`config.mk`:
```
export PLATFORM = sky130hd
export DESIGN_NAME = amc_mode_ctrl
export DESIGN_NICKNAME = d
export VERILOG_FILES = /design/src/amc_pkg.sv /design/src/amc_cfg_if.sv /design/src/amc_mode_ctrl.sv /design/src/amc_spi_rx.sv
export SDC_FILE = /design/constraint.sdc
export NUM_CORES = 1
export LEC_CHECK = 0
export ABC_CLOCK_PERIOD_IN_PS = 112400
export BUFFER_PORTS_ARGS = -buffer_cell sky130_fd_sc_hd__buf_2
export CAP_MARGIN = 10
export CORE_UTILIZATION = 47
export CTS_CLUSTER_SIZE = 24
export DETAILED_ROUTE_END_ITERATION = 6
export PLACE_DENSITY = 0.72
export SYNTH_ARGS = -nofsm -noshare
export SYNTH_HDL_FRONTEND = slang
export SYNTH_SLANG_ARGS = --single-unit
```
`constraint.sdc`:
```
create_clock -name clk_sys -period 112.4 [get_ports clk_sys]
set_input_delay 22.48 -clock clk_sys [delete_from_list [all_inputs] [get_ports clk_sys]]
set_output_delay 22.48 -clock clk_sys [all_outputs]
set_load 0.02 [all_outputs]
```
`src/amc_pkg.sv`:
```
package amc_pkg;

    // Register offsets on the serial configuration port
    localparam logic [7:0] ADDR_SOFT_RESET = 8'h00;
    localparam logic [7:0] ADDR_POWER = 8'h0F;
    localparam logic [7:0] ADDR_MODE = 8'h31;
    localparam logic [7:0] ADDR_ROUTE_A = 8'h3A;
    localparam logic [7:0] ADDR_ROUTE_B = 8'h3B;
    localparam logic [7:0] ADDR_PHASE = 8'h42;
    localparam logic [7:0] ADDR_FORMAT = 8'h53;

    // Command values
    localparam logic [15:0] VAL_SOFT_RESET = 16'h0001;
    localparam logic [15:0] VAL_PD_ON = 16'h0200;
    localparam logic [15:0] VAL_PD_OFF = 16'h0000;
    localparam logic [15:0] VAL_FMT_14 = 16'h0002;
    localparam logic [15:0] VAL_FMT_16 = 16'h0003;

    // Reset values
    localparam logic [15:0] RST_POWER = 16'h0000;
    localparam logic [15:0] RST_MODE = 16'h0001;
    localparam logic [15:0] RST_ROUTE = 16'h0202;
    localparam logic [15:0] RST_PHASE = 16'h0000;
    localparam logic [15:0] RST_FORMAT = 16'h0000;

    // Field positions
    localparam int PD_BIT = 9;
    localparam int MODE_LSB = 8;
    localparam int MODE_W = 2;
    localparam int DIV_LSB = 0;
    localparam int DIV_W = 8;
    localparam int ROUTE_HI_LSB = 8;
    localparam int ROUTE_LO_LSB = 0;
    localparam int PHASE_LSB = 0;
    localparam int PHASE_W = 2;

    // One-hot input codes of a routing byte
    localparam logic [7:0] IN1_CODE = 8'h02;
    localparam logic [7:0] IN2_CODE = 8'h04;
    localparam logic [7:0] IN3_CODE = 8'h08;
    localparam logic [7:0] IN4_CODE = 8'h10;

    // Output word widths
    localparam logic [4:0] BITS_12 = 5'h0C;
    localparam logic [4:0] BITS_14 = 5'h0E;
    localparam logic [4:0] BITS_16 = 5'h10;

    // Mode divisors and their shift amounts
    localparam logic [3:0] NB_SINGLE = 4'h8;
    localparam logic [3:0] NB_DUAL = 4'h4;
    localparam logic [3:0] NB_QUAD = 4'h2;
    localparam logic [1:0] NB_SHIFT_SINGLE = 2'h3;
    localparam logic [1:0] NB_SHIFT_DUAL = 2'h2;
    localparam logic [1:0] NB_SHIFT_QUAD = 2'h1;

    // Serial frame: 8 address bits then 16 data bits, MSB first
    localparam int ADDR_W = 8;
    localparam int DATA_W = 16;
    localparam logic [4:0] FRAME_BITS = 5'h18;

    localparam int CLK_SYS_HZ = 20_000_000;
    localparam int APPLIED_CLK_HZ = 500_000_000;

    typedef enum logic [1:0] {
        AMC_MODE_SINGLE,
        AMC_MODE_DUAL,
        AMC_MODE_QUAD,
        AMC_MODE_PRECISION
    } amc_mode_t;

endpackage

```
`src/amc_cfg_if.sv`:
```
`timescale 1ns/1ps
interface amc_cfg_if;
    logic wr_stb;
    logic [amc_pkg::ADDR_W-1:0] addr;
    logic [amc_pkg::DATA_W-1:0] data;

    modport src (
        output wr_stb,
        output addr,
        output data
    );
    modport dst (
        input wr_stb,
        input addr,
        input data
    );
endinterface

```
`src/amc_mode_ctrl.sv`:
```
`timescale 1ns/1ps
module amc_mode_ctrl #(
    parameter int unsigned CLK_IN_HZ = amc_pkg::APPLIED_CLK_HZ
) (
    input wire logic clk_sys,
    input wire logic rst,
    input wire logic reset_pin_active_low,
    input wire logic power_down_pin,
    input wire logic spi_sclk,
    input wire logic spi_sdata,
    input wire logic spi_cs_n,
    output logic power_down,
    output logic [1:0] mode_active,
    output logic [7:0] clk_div_active,
    output logic [3:0] mode_divisor,
    output logic [4:0] word_bits,
    output logic [1:0] bclk_phase,
    output logic [7:0] ch_input_sel,
    output logic route_ok,
    output logic [31:0] sample_frequency,
    output logic [31:0] bit_rate,
    output logic [31:0] lclk_rate
);
    amc_cfg_if cfg ();

    amc_spi_rx u_spi_rx (
        .clk_sys(clk_sys),
        .rst(rst),
        .spi_sclk(spi_sclk),
        .spi_sdata(spi_sdata),
        .spi_cs_n(spi_cs_n),
        .cfg(cfg)
    );

    function automatic logic [2:0] input_index(input logic [7:0] code);
        unique case (code)
            amc_pkg::IN1_CODE: input_index = 3'h4;
            amc_pkg::IN2_CODE: input_index = 3'h5;
            amc_pkg::IN3_CODE: input_index = 3'h6;
            amc_pkg::IN4_CODE: input_index = 3'h7;
            default: input_index = 3'h0;
        endcase
    endfunction

    function automatic logic [1:0] nb_shift(input amc_pkg::amc_mode_t m);
        unique case (m)
            amc_pkg::AMC_MODE_SINGLE: nb_shift = amc_pkg::NB_SHIFT_SINGLE;
            amc_pkg::AMC_MODE_DUAL: nb_shift = amc_pkg::NB_SHIFT_DUAL;
            amc_pkg::AMC_MODE_QUAD: nb_shift = amc_pkg::NB_SHIFT_QUAD;
            amc_pkg::AMC_MODE_PRECISION: nb_shift = amc_pkg::NB_SHIFT_QUAD;
        endcase
    endfunction

    // Pin synchronisers
    logic rstn_meta_reg, rstn_sync_reg;
    logic pd_meta_reg, pd_sync_reg, pd_prev_reg;

    always_ff @(posedge clk_sys) begin
        rstn_meta_reg <= reset_pin_active_low;
        rstn_sync_reg <= rstn_meta_reg;
        pd_meta_reg <= power_down_pin;
        pd_sync_reg <= pd_meta_reg;
        pd_prev_reg <= rst ? 1'b0 : pd_sync_reg;
    end

    logic soft_rst, dev_rst;
    logic wr_power, wr_mode, wr_route_a, wr_route_b, wr_phase, wr_format;

    assign soft_rst = cfg.wr_stb && cfg.addr == amc_pkg::ADDR_SOFT_RESET
        && cfg.data == amc_pkg::VAL_SOFT_RESET;
    // Pin held low keeps the configuration at defaults until it rises
    assign dev_rst = rst || !rstn_sync_reg || soft_rst;
    assign wr_power = cfg.wr_stb && cfg.addr == amc_pkg::ADDR_POWER;
    assign wr_mode = cfg.wr_stb && cfg.addr == amc_pkg::ADDR_MODE;
    assign wr_route_a = cfg.wr_stb && cfg.addr == amc_pkg::ADDR_ROUTE_A;
    assign wr_route_b = cfg.wr_stb && cfg.addr == amc_pkg::ADDR_ROUTE_B;
    assign wr_phase = cfg.wr_stb && cfg.addr == amc_pkg::ADDR_PHASE;
    assign wr_format = cfg.wr_stb && cfg.addr == amc_pkg::ADDR_FORMAT;

    // Configuration registers
    logic [15:0] power_state_ctrl_reg, power_state_ctrl_next;
    logic [15:0] mode_and_clock_divider_reg, mode_and_clock_divider_next;
    logic [15:0] input_route_ch1_ch2_reg, input_route_ch1_ch2_next;
    logic [15:0] input_route_ch3_ch4_reg, input_route_ch3_ch4_next;
    logic [15:0] bit_clock_phase_reg, bit_clock_phase_next;
    logic [15:0] output_word_format_reg, output_word_format_next;
    logic pd_state_reg, pd_state_next;
    amc_pkg::amc_mode_t mode_act_reg, mode_act_next;
    logic [7:0] div_act_reg, div_act_next;
    logic [7:0] ch_sel_reg, ch_sel_next;
    logic route_ok_reg, route_ok_next;
    logic [4:0] word_bits_reg, word_bits_next;

    always_comb begin
        logic [2:0] a_hi, a_lo, b_hi, b_lo;
        a_hi = 3'h0;
        a_lo = 3'h0;
        b_hi = 3'h0;
        b_lo = 3'h0;
        power_state_ctrl_next = power_state_ctrl_reg;
        mode_and_clock_divider_next = mode_and_clock_divider_reg;
        input_route_ch1_ch2_next = input_route_ch1_ch2_reg;
        input_route_ch3_ch4_next = input_route_ch3_ch4_reg;
        bit_clock_phase_next = bit_clock_phase_reg;
        output_word_format_next = output_word_format_reg;
        pd_state_next = pd_state_reg;
        mode_act_next = mode_act_reg;
        div_act_next = div_act_reg;
        if (dev_rst) begin
            power_state_ctrl_next = amc_pkg::RST_POWER;
            mode_and_clock_divider_next = amc_pkg::RST_MODE;
            input_route_ch1_ch2_next = amc_pkg::RST_ROUTE;
            input_route_ch3_ch4_next = amc_pkg::RST_ROUTE;
            bit_clock_phase_next = amc_pkg::RST_PHASE;
            output_word_format_next = amc_pkg::RST_FORMAT;
            // A pin already high keeps the device down through reset
            pd_state_next = pd_sync_reg;
        end else begin
            if (wr_power) begin
                power_state_ctrl_next = cfg.data;
                pd_state_next = cfg.data[amc_pkg::PD_BIT];
            end
            // Pin edges act like writes; a pin edge wins a same-cycle write
            if (pd_sync_reg && !pd_prev_reg) begin
                pd_state_next = 1'b1;
            end else if (!pd_sync_reg && pd_prev_reg) begin
                pd_state_next = 1'b0;
            end
            if (wr_mode) begin
                mode_and_clock_divider_next = cfg.data;
            end
            if (wr_route_a) begin
                input_route_ch1_ch2_next = cfg.data;
            end
            if (wr_route_b) begin
                input_route_ch3_ch4_next = cfg.data;
            end
            if (wr_phase) begin
                bit_clock_phase_next = cfg.data;
            end
            if (wr_format) begin
                output_word_format_next = cfg.data;
            end
        end
        // Mode and divider are taken over only while powered down or in reset, since
        // the converter resynchronises its interleaving on wake.
        if (pd_state_reg || dev_rst) begin
            mode_act_next = amc_pkg::amc_mode_t'(mode_and_clock_divider_next[
                amc_pkg::MODE_LSB +: amc_pkg::MODE_W]);
            div_act_next = mode_and_clock_divider_next[
                amc_pkg::DIV_LSB +: amc_pkg::DIV_W];
        end
        // Routing is decoded from the next values so a new selection
        // lands at the same edge that stores the write.
        a_hi = input_index(input_route_ch1_ch2_next[
            amc_pkg::ROUTE_HI_LSB +: 8]);
        a_lo = input_index(input_route_ch1_ch2_next[
            amc_pkg::ROUTE_LO_LSB +: 8]);
        b_hi = input_index(input_route_ch3_ch4_next[
            amc_pkg::ROUTE_HI_LSB +: 8]);
        b_lo = input_index(input_route_ch3_ch4_next[
            amc_pkg::ROUTE_LO_LSB +: 8]);
        unique case (mode_act_next)
            amc_pkg::AMC_MODE_SINGLE: begin
                ch_sel_next = {4{a_hi[1:0]}};
                route_ok_next = a_hi[2] && a_hi == a_lo && a_hi == b_hi
                    && a_hi == b_lo;
            end
            amc_pkg::AMC_MODE_DUAL: begin
                ch_sel_next = {b_hi[1:0], a_hi[1:0], b_hi[1:0], a_hi[1:0]};
                route_ok_next = a_hi[2] && b_hi[2] && a_hi == a_lo
                    && b_hi == b_lo;
            end
            default: begin
                ch_sel_next = {b_lo[1:0], b_hi[1:0], a_lo[1:0], a_hi[1:0]};
                route_ok_next = a_hi[2] && a_lo[2] && b_hi[2]
                    && b_lo[2];
            end
        endcase
        if (output_word_format_next == amc_pkg::VAL_FMT_14) begin
            word_bits_next = amc_pkg::BITS_14;
        end else if (output_word_format_next == amc_pkg::VAL_FMT_16) begin
            word_bits_next = amc_pkg::BITS_16;
        end else begin
            word_bits_next = amc_pkg::BITS_12;
        end
    end

    always_ff @(posedge clk_sys) begin
        power_state_ctrl_reg <= power_state_ctrl_next;
        mode_and_clock_divider_reg <= mode_and_clock_divider_next;
        input_route_ch1_ch2_reg <= input_route_ch1_ch2_next;
        input_route_ch3_ch4_reg <= input_route_ch3_ch4_next;
        bit_clock_phase_reg <= bit_clock_phase_next;
        output_word_format_reg <= output_word_format_next;
        pd_state_reg <= pd_state_next;
        mode_act_reg <= mode_act_next;
        div_act_reg <= div_act_next;
        ch_sel_reg <= ch_sel_next;
        route_ok_reg <= route_ok_next;
        word_bits_reg <= word_bits_next;
    end

    // Rate arithmetic: sample rate one stage behind the divider, bit and lclk rates two
    logic [31:0] fs_reg, fs_next;
    logic [31:0] rate_reg, rate_next;
    logic [31:0] lclk_reg, lclk_next;
    logic [3:0] nb_reg, nb_next;

    always_comb begin
        logic [7:0] div_eff;
        div_eff = (div_act_reg == 8'h00) ? 8'h01 : div_act_reg;
        // Divide factor 0 is treated as 1 rather than dividing by zero
        fs_next = CLK_IN_HZ / {24'h000000, div_eff};
        nb_next = 4'(4'h1 << nb_shift(mode_act_reg));
        rate_next = (fs_reg >> nb_shift(mode_act_reg))
            * {27'h0000000, word_bits_reg};
        lclk_next = rate_next >> 1;
    end

    always_ff @(posedge clk_sys) begin
        if (rst) begin
            fs_reg <= 32'h00000000;
            nb_reg <= amc_pkg::NB_SINGLE;
            rate_reg <= 32'h00000000;
            lclk_reg <= 32'h00000000;
        end else begin
            fs_reg <= fs_next;
            nb_reg <= nb_next;
            rate_reg <= rate_next;
            lclk_reg <= lclk_next;
        end
    end

    assign power_down = pd_state_reg;
    assign mode_active = mode_act_reg;
    assign clk_div_active = div_act_reg;
    assign mode_divisor = nb_reg;
    assign word_bits = word_bits_reg;
    assign bclk_phase = bit_clock_phase_reg[
        amc_pkg::PHASE_LSB +: amc_pkg::PHASE_W];
    assign ch_input_sel = ch_sel_reg;
    assign route_ok = route_ok_reg;
    assign sample_frequency = fs_reg;
    assign bit_rate = rate_reg;
    assign lclk_rate = lclk_reg;
endmodule // amc_mode_ctrl

```
`src/amc_spi_rx.sv`:
```
`timescale 1ns/1ps
module amc_spi_rx (
    input wire logic clk_sys,
    input wire logic rst,
    input wire logic spi_sclk,
    input wire logic spi_sdata,
    input wire logic spi_cs_n,
    amc_cfg_if.src cfg
);
    logic sclk_meta_reg, sclk_sync_reg, sclk_prev_reg;
    logic sdata_meta_reg, sdata_sync_reg;
    logic cs_n_meta_reg, cs_n_sync_reg, cs_n_prev_reg;
    logic [23:0] shift_reg, shift_next;
    logic [4:0] count_reg, count_next;
    logic wr_reg, wr_next;
    logic [15:0] data_reg, data_next;
    logic [7:0] addr_reg, addr_next;
    logic sclk_rise, cs_rise;

    assign sclk_rise = sclk_sync_reg && !sclk_prev_reg;
    assign cs_rise = cs_n_sync_reg && !cs_n_prev_reg;

    always_comb begin
        shift_next = shift_reg;
        count_next = count_reg;
        wr_next = 1'b0;
        data_next = data_reg;
        addr_next = addr_reg;
        if (cs_n_sync_reg) begin
            count_next = 5'h00;
        end else if (sclk_rise && count_reg <= amc_pkg::FRAME_BITS) begin
            shift_next = {shift_reg[22:0], sdata_sync_reg};
            count_next = count_reg + 5'h01;
        end
        // A frame is committed only when exactly 24 bits preceded the
        // release of select; short or long frames are dropped.
        if (cs_rise && count_reg == amc_pkg::FRAME_BITS) begin
            wr_next = 1'b1;
            addr_next = shift_reg[23:16];
            data_next = shift_reg[15:0];
        end
    end

    always_ff @(posedge clk_sys) begin
        sclk_meta_reg <= spi_sclk;
        sclk_sync_reg <= sclk_meta_reg;
        sdata_meta_reg <= spi_sdata;
        sdata_sync_reg <= sdata_meta_reg;
        cs_n_meta_reg <= spi_cs_n;
        cs_n_sync_reg <= cs_n_meta_reg;
        if (rst) begin
            sclk_prev_reg <= 1'b0;
            cs_n_prev_reg <= 1'b1;
            shift_reg <= 24'h000000;
            count_reg <= 5'h00;
            wr_reg <= 1'b0;
            data_reg <= 16'h0000;
            addr_reg <= 8'h00;
        end else begin
            sclk_prev_reg <= sclk_sync_reg;
            cs_n_prev_reg <= cs_n_sync_reg;
            shift_reg <= shift_next;
            count_reg <= count_next;
            wr_reg <= wr_next;
            data_reg <= data_next;
            addr_reg <= addr_next;
        end
    end

    assign cfg.wr_stb = wr_reg;
    assign cfg.addr = addr_reg;
    assign cfg.data = data_reg;
endmodule // amc_spi_rx

```
Word level (Yosys, flattened, before mapping)
Cells that the tools add are included.
{ "word_totals": {"reg_bits": 252, "latchBits": 0, "mem_bits_rw": 0, "rom_bits": 0, "input_bits": 7, "output_inout_bits": 127, "mem_count": 0} }
{ "classes": {"addsub": 1, "multipliers": 1, "n_div": 1, "n_lt_le_gt_ge": 1, "n_eq_ne": 34, "shift": 2, "muxes": 23, "bitwise_logic": 1, "n_reduce_logical": 39} }
{ "ops": {"columns": ["operator", "count"], "rows": [
  ["2-to-1 mux 16 bit", 6],
  ["case mux 3 bit (4 select lines)", 4],
  ["== test 8 x 4 -> 1 bit, second input constant", 5],
  ["divider 29 x 8 -> 32 bit, first input constant", 1],
  ["== test 16 x 2 -> 1 bit, second input constant", 2],
  ["== test 8 x 2 -> 1 bit, second input constant", 4],
  ["== test 8 x 3 -> 1 bit, second input constant", 4],
  ["== test 8 x 5 -> 1 bit, second input constant", 4],
  ["multiplier 32 x 5 -> 32 bit", 1],
  [">> shifter 32 x 2 -> 32 bit", 1],
  ["== test 8 x 6 -> 1 bit, second input constant", 3],
  ["logical AND 1 bit", 23],
  ["2-to-1 mux 10 bit", 2],
  ["== test 16 x 1 -> 1 bit, second input constant", 1],
  ["== test 8 x 7 -> 1 bit, second input constant", 2],
  ["zero test 8 bit", 2],
  ["case mux 8 bit (2 select lines)", 1],
  ["== test 3 bit", 4],
  ["2-to-1 mux 8 bit", 1],
  ["case mux 2 bit (3 select lines)", 1],
  ["adder 5 x 1 -> 5 bit, second input constant", 1],
  ["== test 5 bit, second input constant", 1],
  ["less-or-equal comparator 5 bit, second input constant", 1],
  ["zero test 1 bit", 5],
  ["13 further kinds", 23]
]} }

Logic depth before layout (Yosys ltp)
Gate-level depths: netlist of the first run.
{ "depth": {"ltp_word": 12, "depth_mapped": 407, "ltp_nobuf": 368} }

By module
Synthesis of the first run repeated with hierarchy kept, for this count alone.
{ "hier_totals": {"cells_unflattened": 4585, "hier_area_um2": 35412.7} }
{ "by_module_without_submodules": {"columns": ["module", "n_inst", "cells_each", "area_each_um2", "seq_area_each_um2"], "rows": [
  ["amc_mode_ctrl", 1, 4381, 33045.4, 3193.1],
  ["amc_spi_rx", 1, 204, 2367.3, 1241.2]
]} }

Worst setup path before layout of the first run
OpenSTA, ideal clock, no wires.
{ "synth_path": {"path_type": "flip-flop to flip-flop", "startpoint": "register div_act_reg[2], in the netlist clk_div_active[2]", "endpoint": "register fs_reg[0], in the netlist sample_frequency[0]", "arrival_time_ns": 75.962, "t_required_ns": 112.253, "setup_slack_ns": 36.290, "stages_incl_launch_ff": 391, "path_buffers": 41, "cell_sequence": "edfxtp_1 > nor3_2 > a21o_1 > inv_2 > buf_4 > clkbuf_1 > buf_4 > clkbuf_1 > clkbuf_1 > ha_1 > buf_2 > nor2b_1 > nand2_1 > nor2_1 > ha_1 > nor4bb_1 > or4_1 > a21oi_1 > [355 not listed] > o21ai_0 > nand2b_1 > a211oi_1 > nand3_1 > nor4_4 > nand2_1 > mux2_1 > ha_1 > a21oi_1 > nor2b_1 > o21ai_0 > o21ai_0 > a211oi_1 > o211ai_1 > a2111oi_0 > o2111ai_1 > a2111oi_0 > a41oi_1"} }
{ "synth_via": {"elab_chain_cells": 3} }
{ "synth_rtl": {"columns": ["item", "line", "text"], "rows": [
  ["start, declared", "amc_mode_ctrl.sv:89", "logic [7:0] div_act_reg, div_act_next;"],
  ["start signal, assigned", "amc_mode_ctrl.sv:198", "div_act_reg <= div_act_next;"],
  ["zero test 8 bit", "amc_mode_ctrl.sv:212", "div_eff = (div_act_reg == 8'h00) ? 8'h01 : div_act_reg;"],
  ["2-to-1 mux 8 bit *", "amc_mode_ctrl.sv:212", null],
  ["divider 29 x 8 -> 32 bit *", "amc_mode_ctrl.sv:214", "fs_next = CLK_IN_HZ / {24'h000000, div_eff};"],
  ["end signal, assigned", "amc_mode_ctrl.sv:228", "fs_reg <= fs_next;"],
  ["end, declared", "amc_mode_ctrl.sv:205", "logic [31:0] fs_reg, fs_next;"]
]} }
Every way passes the cells marked *; elsewhere a longest branch is shown, timed or not.
A chain may end at the register's enable or synchronous reset.

Worst setup path after layout of the first run
{ "layout_path": {"startpoint": "register div_act_reg[1], in the netlist clk_div_active[1]", "endpoint": "register fs_reg[0], in the netlist sample_frequency[0]"} }
The elaborated chain is that of the path after synthesis.

==> results of run 1 <==
-- routing by layer --
metal / vias to the layer above / GRT usage, % / part of all wire (%)
li1: 16900 / - / -
met1: 16000 / 35.3 / 47
met2: 1259 / 40.6 / 44
met3: 158 / 2.99 / 7.3
met4: 4 / 5.96 / 2.1
met5: - / 0 / 0.028
-- synth_stat cells (all sizes together) (22+ instances only) --
cell type  number  area, µm²
or3            42        263
nor4           65        556
clkbuf         74        287
o21ai         241       1240
a21o          149       1120
a31oi          56        357
and2           89        557
nor2b          53        332
a211oi         58        455
nand2         432       1630
inv           142        533
dfxtp         208       4160
fa             55       1100
or4            26        210
mux2           59        668
nand4          57        384
and3           39        244
xor2           87        785
xnor2         198       1770
o31ai          48        398
nand3         109        596
o211ai         40        330
nor3          162        873
nor2          485       1840
a21boi         23        176
mux2i         126       1270
buf           129        843
o21a          107        803
o2111ai        23        214
nand2b         83        519
or2            59        369
a21oi         320       1620
ha            259       3240
and4           22        193
o21bai         36        270
-- through the flow --
stage / setup WS, ns / instances / hold WS, ns
after floorplan: 36.29 / 4552 / 0.310
after global placement: 30.04 / 5469 / 0.312
after detailed placement: 27.44 / 5469 / 0.312
after CTS: 27.20 / 5513 / 0.327
after global routing: 18.41 / 5513 / 0.330
final: 26.11 / 5513 / 0.326
-- cells by family after synthesis --
group / Yosys count / share of synthesized area [%]
mux: 185 / 5.68
buf+inv: 345 / 4.87
simple gates: 1812 / 27.5
compound gates: 1388 / 28.7
xor+xnor: 287 / 7.60
flops: 217 / 13.0
other cells: 1 / 0.0110
fa+ha+maj: 314 / 12.7
-- worst reg2reg max path: cells and delay by family, from the launching register on --
kind                       cells  cell delay [ns]
and+or+nand+nor              123            31.66
AOI/OAI and AO/OA            187            41.25
adders and majority gates     31            10.20
muxes                          4             1.53
DFF                            1             0.53
buffers and inverters          4             0.62
xor gates and xnor gates       1             0.24
-- area by class of cell --
type	instances	area (µm²)	area share (%)
Multi-Input combinational cell	3990	28100	77.8
Sequential cell	217	4440	12.3
Tap cell	950	1190	3.29
Timing Repair Buffer	170	953	2.64
Clock buffer	30	664	1.84
Inverter	142	533	1.48
Clock inverter	14	245	0.679
-- final timing paths --
| kind | start | to | slack, ns | cells past startpoint |
|---|---|---|---|---|
| worst max-delay path | clk_div_active[1] | sample_frequency[0] | 26.11 | 350 |
| worst min-delay path | rstn_meta_reg | rstn_sync_reg | 0.33 | 0 |
| worst max register to register | clk_div_active[1] | sample_frequency[0] | 26.11 | 350 |
| worst min register to register | rstn_meta_reg | rstn_sync_reg | 0.33 | 0 |
==> flow_summary.yaml, run 1 <==
cells_and_area:
  fillCellCount: 6948
  diodes: 0
  drive_above_1_share_pct: 10.2
  final_cell_area_um2: 36100
  synthToLayoutAreaGrowth_pct: 5.74
  final_core_util_pct: 50.4
  largest_reg_flops: 32
  final_common_cell: "nor2_1"
  mostFrequentLayoutCells: "479 x nor2_1, 430 x nand2_1, 316 x a21oi_1"
  nets: 4867
critical_path:
  path_buf_inv: 4
  crit_slowest_cell: "a2111oi_0"
  critPathArrivalTime_ns: 86.68
  cpLargestDelayFamily: "compound AO/OA/AOI/OAI gates"
  path_common_cell: "o21a_1"
  worst_ep_required_time_ns: 112.79
  slowest_delay_ns: 0.84
  path_max_fanout: 26
  startpoint_type: "register"
  endpoint_kind: "register"
  critical_path_class: "reg2reg"
cts:
  cts_made_buffers: 25
  clock-sinks: 217
  htreeDepth: 1
  cts_root_buf: "clkbuf_16"
  clock_latency_ns: 0.55
  post_cts_buffers: 0
  clockBufferDepth: 3
  cts_hold_buf: 0
  cts_resized: 0
  clkTransAtPathRegs_ns: 0.06
  cts_tree: "built"
grt:
  antenna_found_initial: 4
  grt_usage_pct: 25.1
  grt_pass1_vias: 31700
  overflow: 0
  grt_pass1_wl_um: 159000
  grt_max_degree: 80
routing:
  wire_per_inst_um: 17.5
  drc: 0
  drt_iter0_markers: 3011
  drtPass1Iterations: 6
  vias: 34300
  ant_nets: 0
  wl_um: 96600
  viasPerCell: 6.22
sta:
  tns_ns: 0
  hold_viol_final: 0
  post-route-period-util_pct: 76.8
  setup_viol: 0
  tightest_slew_ns: 1.20
  fin_worst_skew_ns: 0.0238
  report.final.slew_viol_count: 0
  max_slew_margin_pct: 20.2
  max_freq_ghz: 0.0116
  rsz0062_at_grt: "no"
  post-route-min-period_ns: 86.29
logic_synthesis:
  synth_cell_types: 144
  synth_area_um2: 34200
  synthFlopType: "dfxtp_1"
  yosysWarnings: 0
  avgSynthCellArea_um2: 7.51
  synth-edff-count: 9
  ys_ff_latch: 217
  async_flop_share_pct: 0
  seq_area_frac_synth_pct: 13.0
  syn_inst: 4549
die:
  die_y_um: 272
  coreArea_um2: 71700
  io_pins: 134
  dieArea_um2: 73800
  die_w_um: 272
  num_rows: 98
  start_util_pct: 47.6
hold_path:
  hold_class: "reg2reg"
place:
  dp_hpwl_um: 74800
  gp_congestion: 0.950
  port_buffers: 130
  placed_area_um2: 35200
job:
  drv_cap: 0
outcome:
  status: "completed"
Power of run 1 is left out: the tool's default activity adds up to more than one toggle a clock period on the data nets, which glitch-free logic cannot reach.
==> run 2, diff against run 1 <==
--- a/config.mk
+++ b/config.mk
@@ -5,7 +5,7 @@
 export SDC_FILE = /design/constraint.sdc
 export NUM_CORES = 1
 export LEC_CHECK = 0
-export ABC_CLOCK_PERIOD_IN_PS = 112400
+export ABC_CLOCK_PERIOD_IN_PS = 89200
 export BUFFER_PORTS_ARGS = -buffer_cell sky130_fd_sc_hd__buf_2
 export CAP_MARGIN = 10
 export CORE_UTILIZATION = 47
==> constraint.sdc (replaced) <==
create_clock -name clk_sys -period 89.2 [get_ports clk_sys]
set_input_delay 17.84 -clock clk_sys [delete_from_list [all_inputs] [get_ports clk_sys]]
set_output_delay 17.84 -clock clk_sys [all_outputs]
set_load 0.02 [all_outputs]
==> run 2 against run 1 <==
  * First-iteration DRC count down 2.9%
  * Clock skew down 0.010 ns
  * Via count up 0.25%
  * Setup slack worse by 19 ns
  * Die area unchanged
  * Global-route usage up 0.14 points
  * Highest routed layer is now met4
==> flow_summary.yaml, run 2 (synthesized netlist as in run 1, its figures left out) <==
outcome:
  status: "completed"
sta:
  hold_viol_final: 0
  max_slew_margin_pct: 21.0
  post-route-period-util_pct: 91.8
  tightest_slew_ns: 1.18
  post-route-min-period_ns: 81.86
  max_freq_ghz: 0.0122
  fin_worst_skew_ns: 0.0137
  setup_viol: 0
  report.final.slew_viol_count: 0
cells_and_area:
  diodes: 0
  largest_reg_flops: 32
  drive_above_1_share_pct: 10.8
  mostFrequentLayoutCells: "476 x nor2_1, 429 x nand2_1, 313 x a21oi_1"
  final_cell_area_um2: 36200
  synthToLayoutAreaGrowth_pct: 6.12
  final_core_util_pct: 50.5
  fillCellCount: 6918
  nets: 4874
  final_common_cell: "nor2_1"
job:
  drv_cap: 0
grt:
  grt_usage_pct: 25.3
  grt_pass1_vias: 31600
  grt_pass1_wl_um: 160000
  overflow: 0
  grt_max_degree: 80
  antenna_found_initial: 0
routing:
  wire_per_inst_um: 17.7
  ant_nets: 0
  drt_iter0_markers: 2924
  vias: 34400
  viasPerCell: 6.23
  drc: 0
  wl_um: 97700
  drtPass1Iterations: 7
die:
  num_rows: 98
  coreArea_um2: 71700
  io_pins: 134
  die_y_um: 272
  dieArea_um2: 73800
  die_w_um: 272
  start_util_pct: 47.6
critical_path:
  critPathArrivalTime_ns: 82.25
  startpoint_type: "register"
  slowest_delay_ns: 0.74
  worst_ep_required_time_ns: 89.59
  critical_path_class: "reg2reg"
  path_common_cell: "o21a_1"
  endpoint_kind: "register"
  path_max_fanout: 26
  crit_slowest_cell: "nor4b_4"
cts:
  clkTransAtPathRegs_ns: 0.06
  clockBufferDepth: 3
  cts_root_buf: "clkbuf_16"
  clock-sinks: 217
  htreeDepth: 1
  cts_tree: "built"
  cts_made_buffers: 25
  clock_latency_ns: 0.55
place:
  dp_hpwl_um: 75300
  port_buffers: 130
  placed_area_um2: 35200
  gp_congestion: 0.956
hold_path:
  hold_class: "reg2reg"
## run 2: cell count changes in the layout (fill, tap and decap cells not counted), moves of 3 or more
cell	delta
buf_4	+7
nand3_1	-4
nand3_2	+4
a21oi_1	-3
a21oi_2	+3
bufinv_16	-3
clkinvlp_4	-3
inv_6	+3
nor2_1	-3
## run 2: routing by layer
| layer | up-vias | global-route usage, % | wire length, µm | part of all wire (%) |
|---|---|---|---|---|
| li1 | 16900 | - | - | - |
| met1 | 16100 | 35.6 | 46400 | 47 |
| met2 | 1204 | 41.6 | 43400 | 44 |
| met3 | 163 | 2.18 | 6160 | 6.3 |
| met4 | 0 | 5.40 | 1830 | 1.9 |
| met5 | - | 0 | 0 | 0 |
## run 2: path summary, 6_finish.rpt
path                     startpoint                   to  slack, ns  depth (start not counted)
hold / removal        rstn_meta_reg        rstn_sync_reg       0.32                          0
hold reg to reg       rstn_meta_reg        rstn_sync_reg       0.32                          0
setup reg to reg  clk_div_active[7]  sample_frequency[0]       7.34                        349
setup / recovery  clk_div_active[7]  sample_frequency[0]       7.34                        349
## run 2: worst max-delay path, delay by kind of cell, from the launching register on
kind | cells | cell delay, ns
adder cells (fa/ha/maj) | 30 | 9.46
multiplexers | 4 | 1.46
flip-flops | 1 | 0.52
AO/OA/AOI/OAI | 184 | 40.90
XOR/XNOR | 1 | 0.25
AND/OR/NAND/NOR | 122 | 27.52
buffers and inverters | 8 | 1.50
## run 2: stage by stage
| step | std cells | setup slack, ns | setup TNS [ns] | hold WS [ns] |
|---|---|---|---|---|
| finish | 5519 | 7.34 | 0 | 0.325 |
| global route | 5519 | -0.0157 | -0.0157 | 0.332 |
| CTS | 5513 | 3.92 | 0 | 0.328 |
| detailed placement | 5470 | 4.27 | 0 | 0.314 |
| global placement | 5470 | 6.87 | 0 | 0.310 |
| floorplan | 4552 | 13.09 | 0 | 0.310 |
## run 2: what timing repair did
item	CTS	global route
resized for setup	0	32
endpoints found under the setup margin	0	2
hold endpoints to repair	0	0
hold buffers	0	0
setup buffers	0	6
## run 2: area by class of cell
cell class / count / area (µm²) / area share (%)
Clock inverter: 11 / 163 / 0.449
Tap cell: 950 / 1190 / 3.28
Multi-Input combinational cell: 3990 / 28200 / 77.9
Inverter: 142 / 533 / 1.47
Clock buffer: 32 / 682 / 1.88
Sequential cell: 217 / 4440 / 12.2
Timing Repair Buffer: 177 / 1010 / 2.78
Power of run 2 is left out for the same reason.
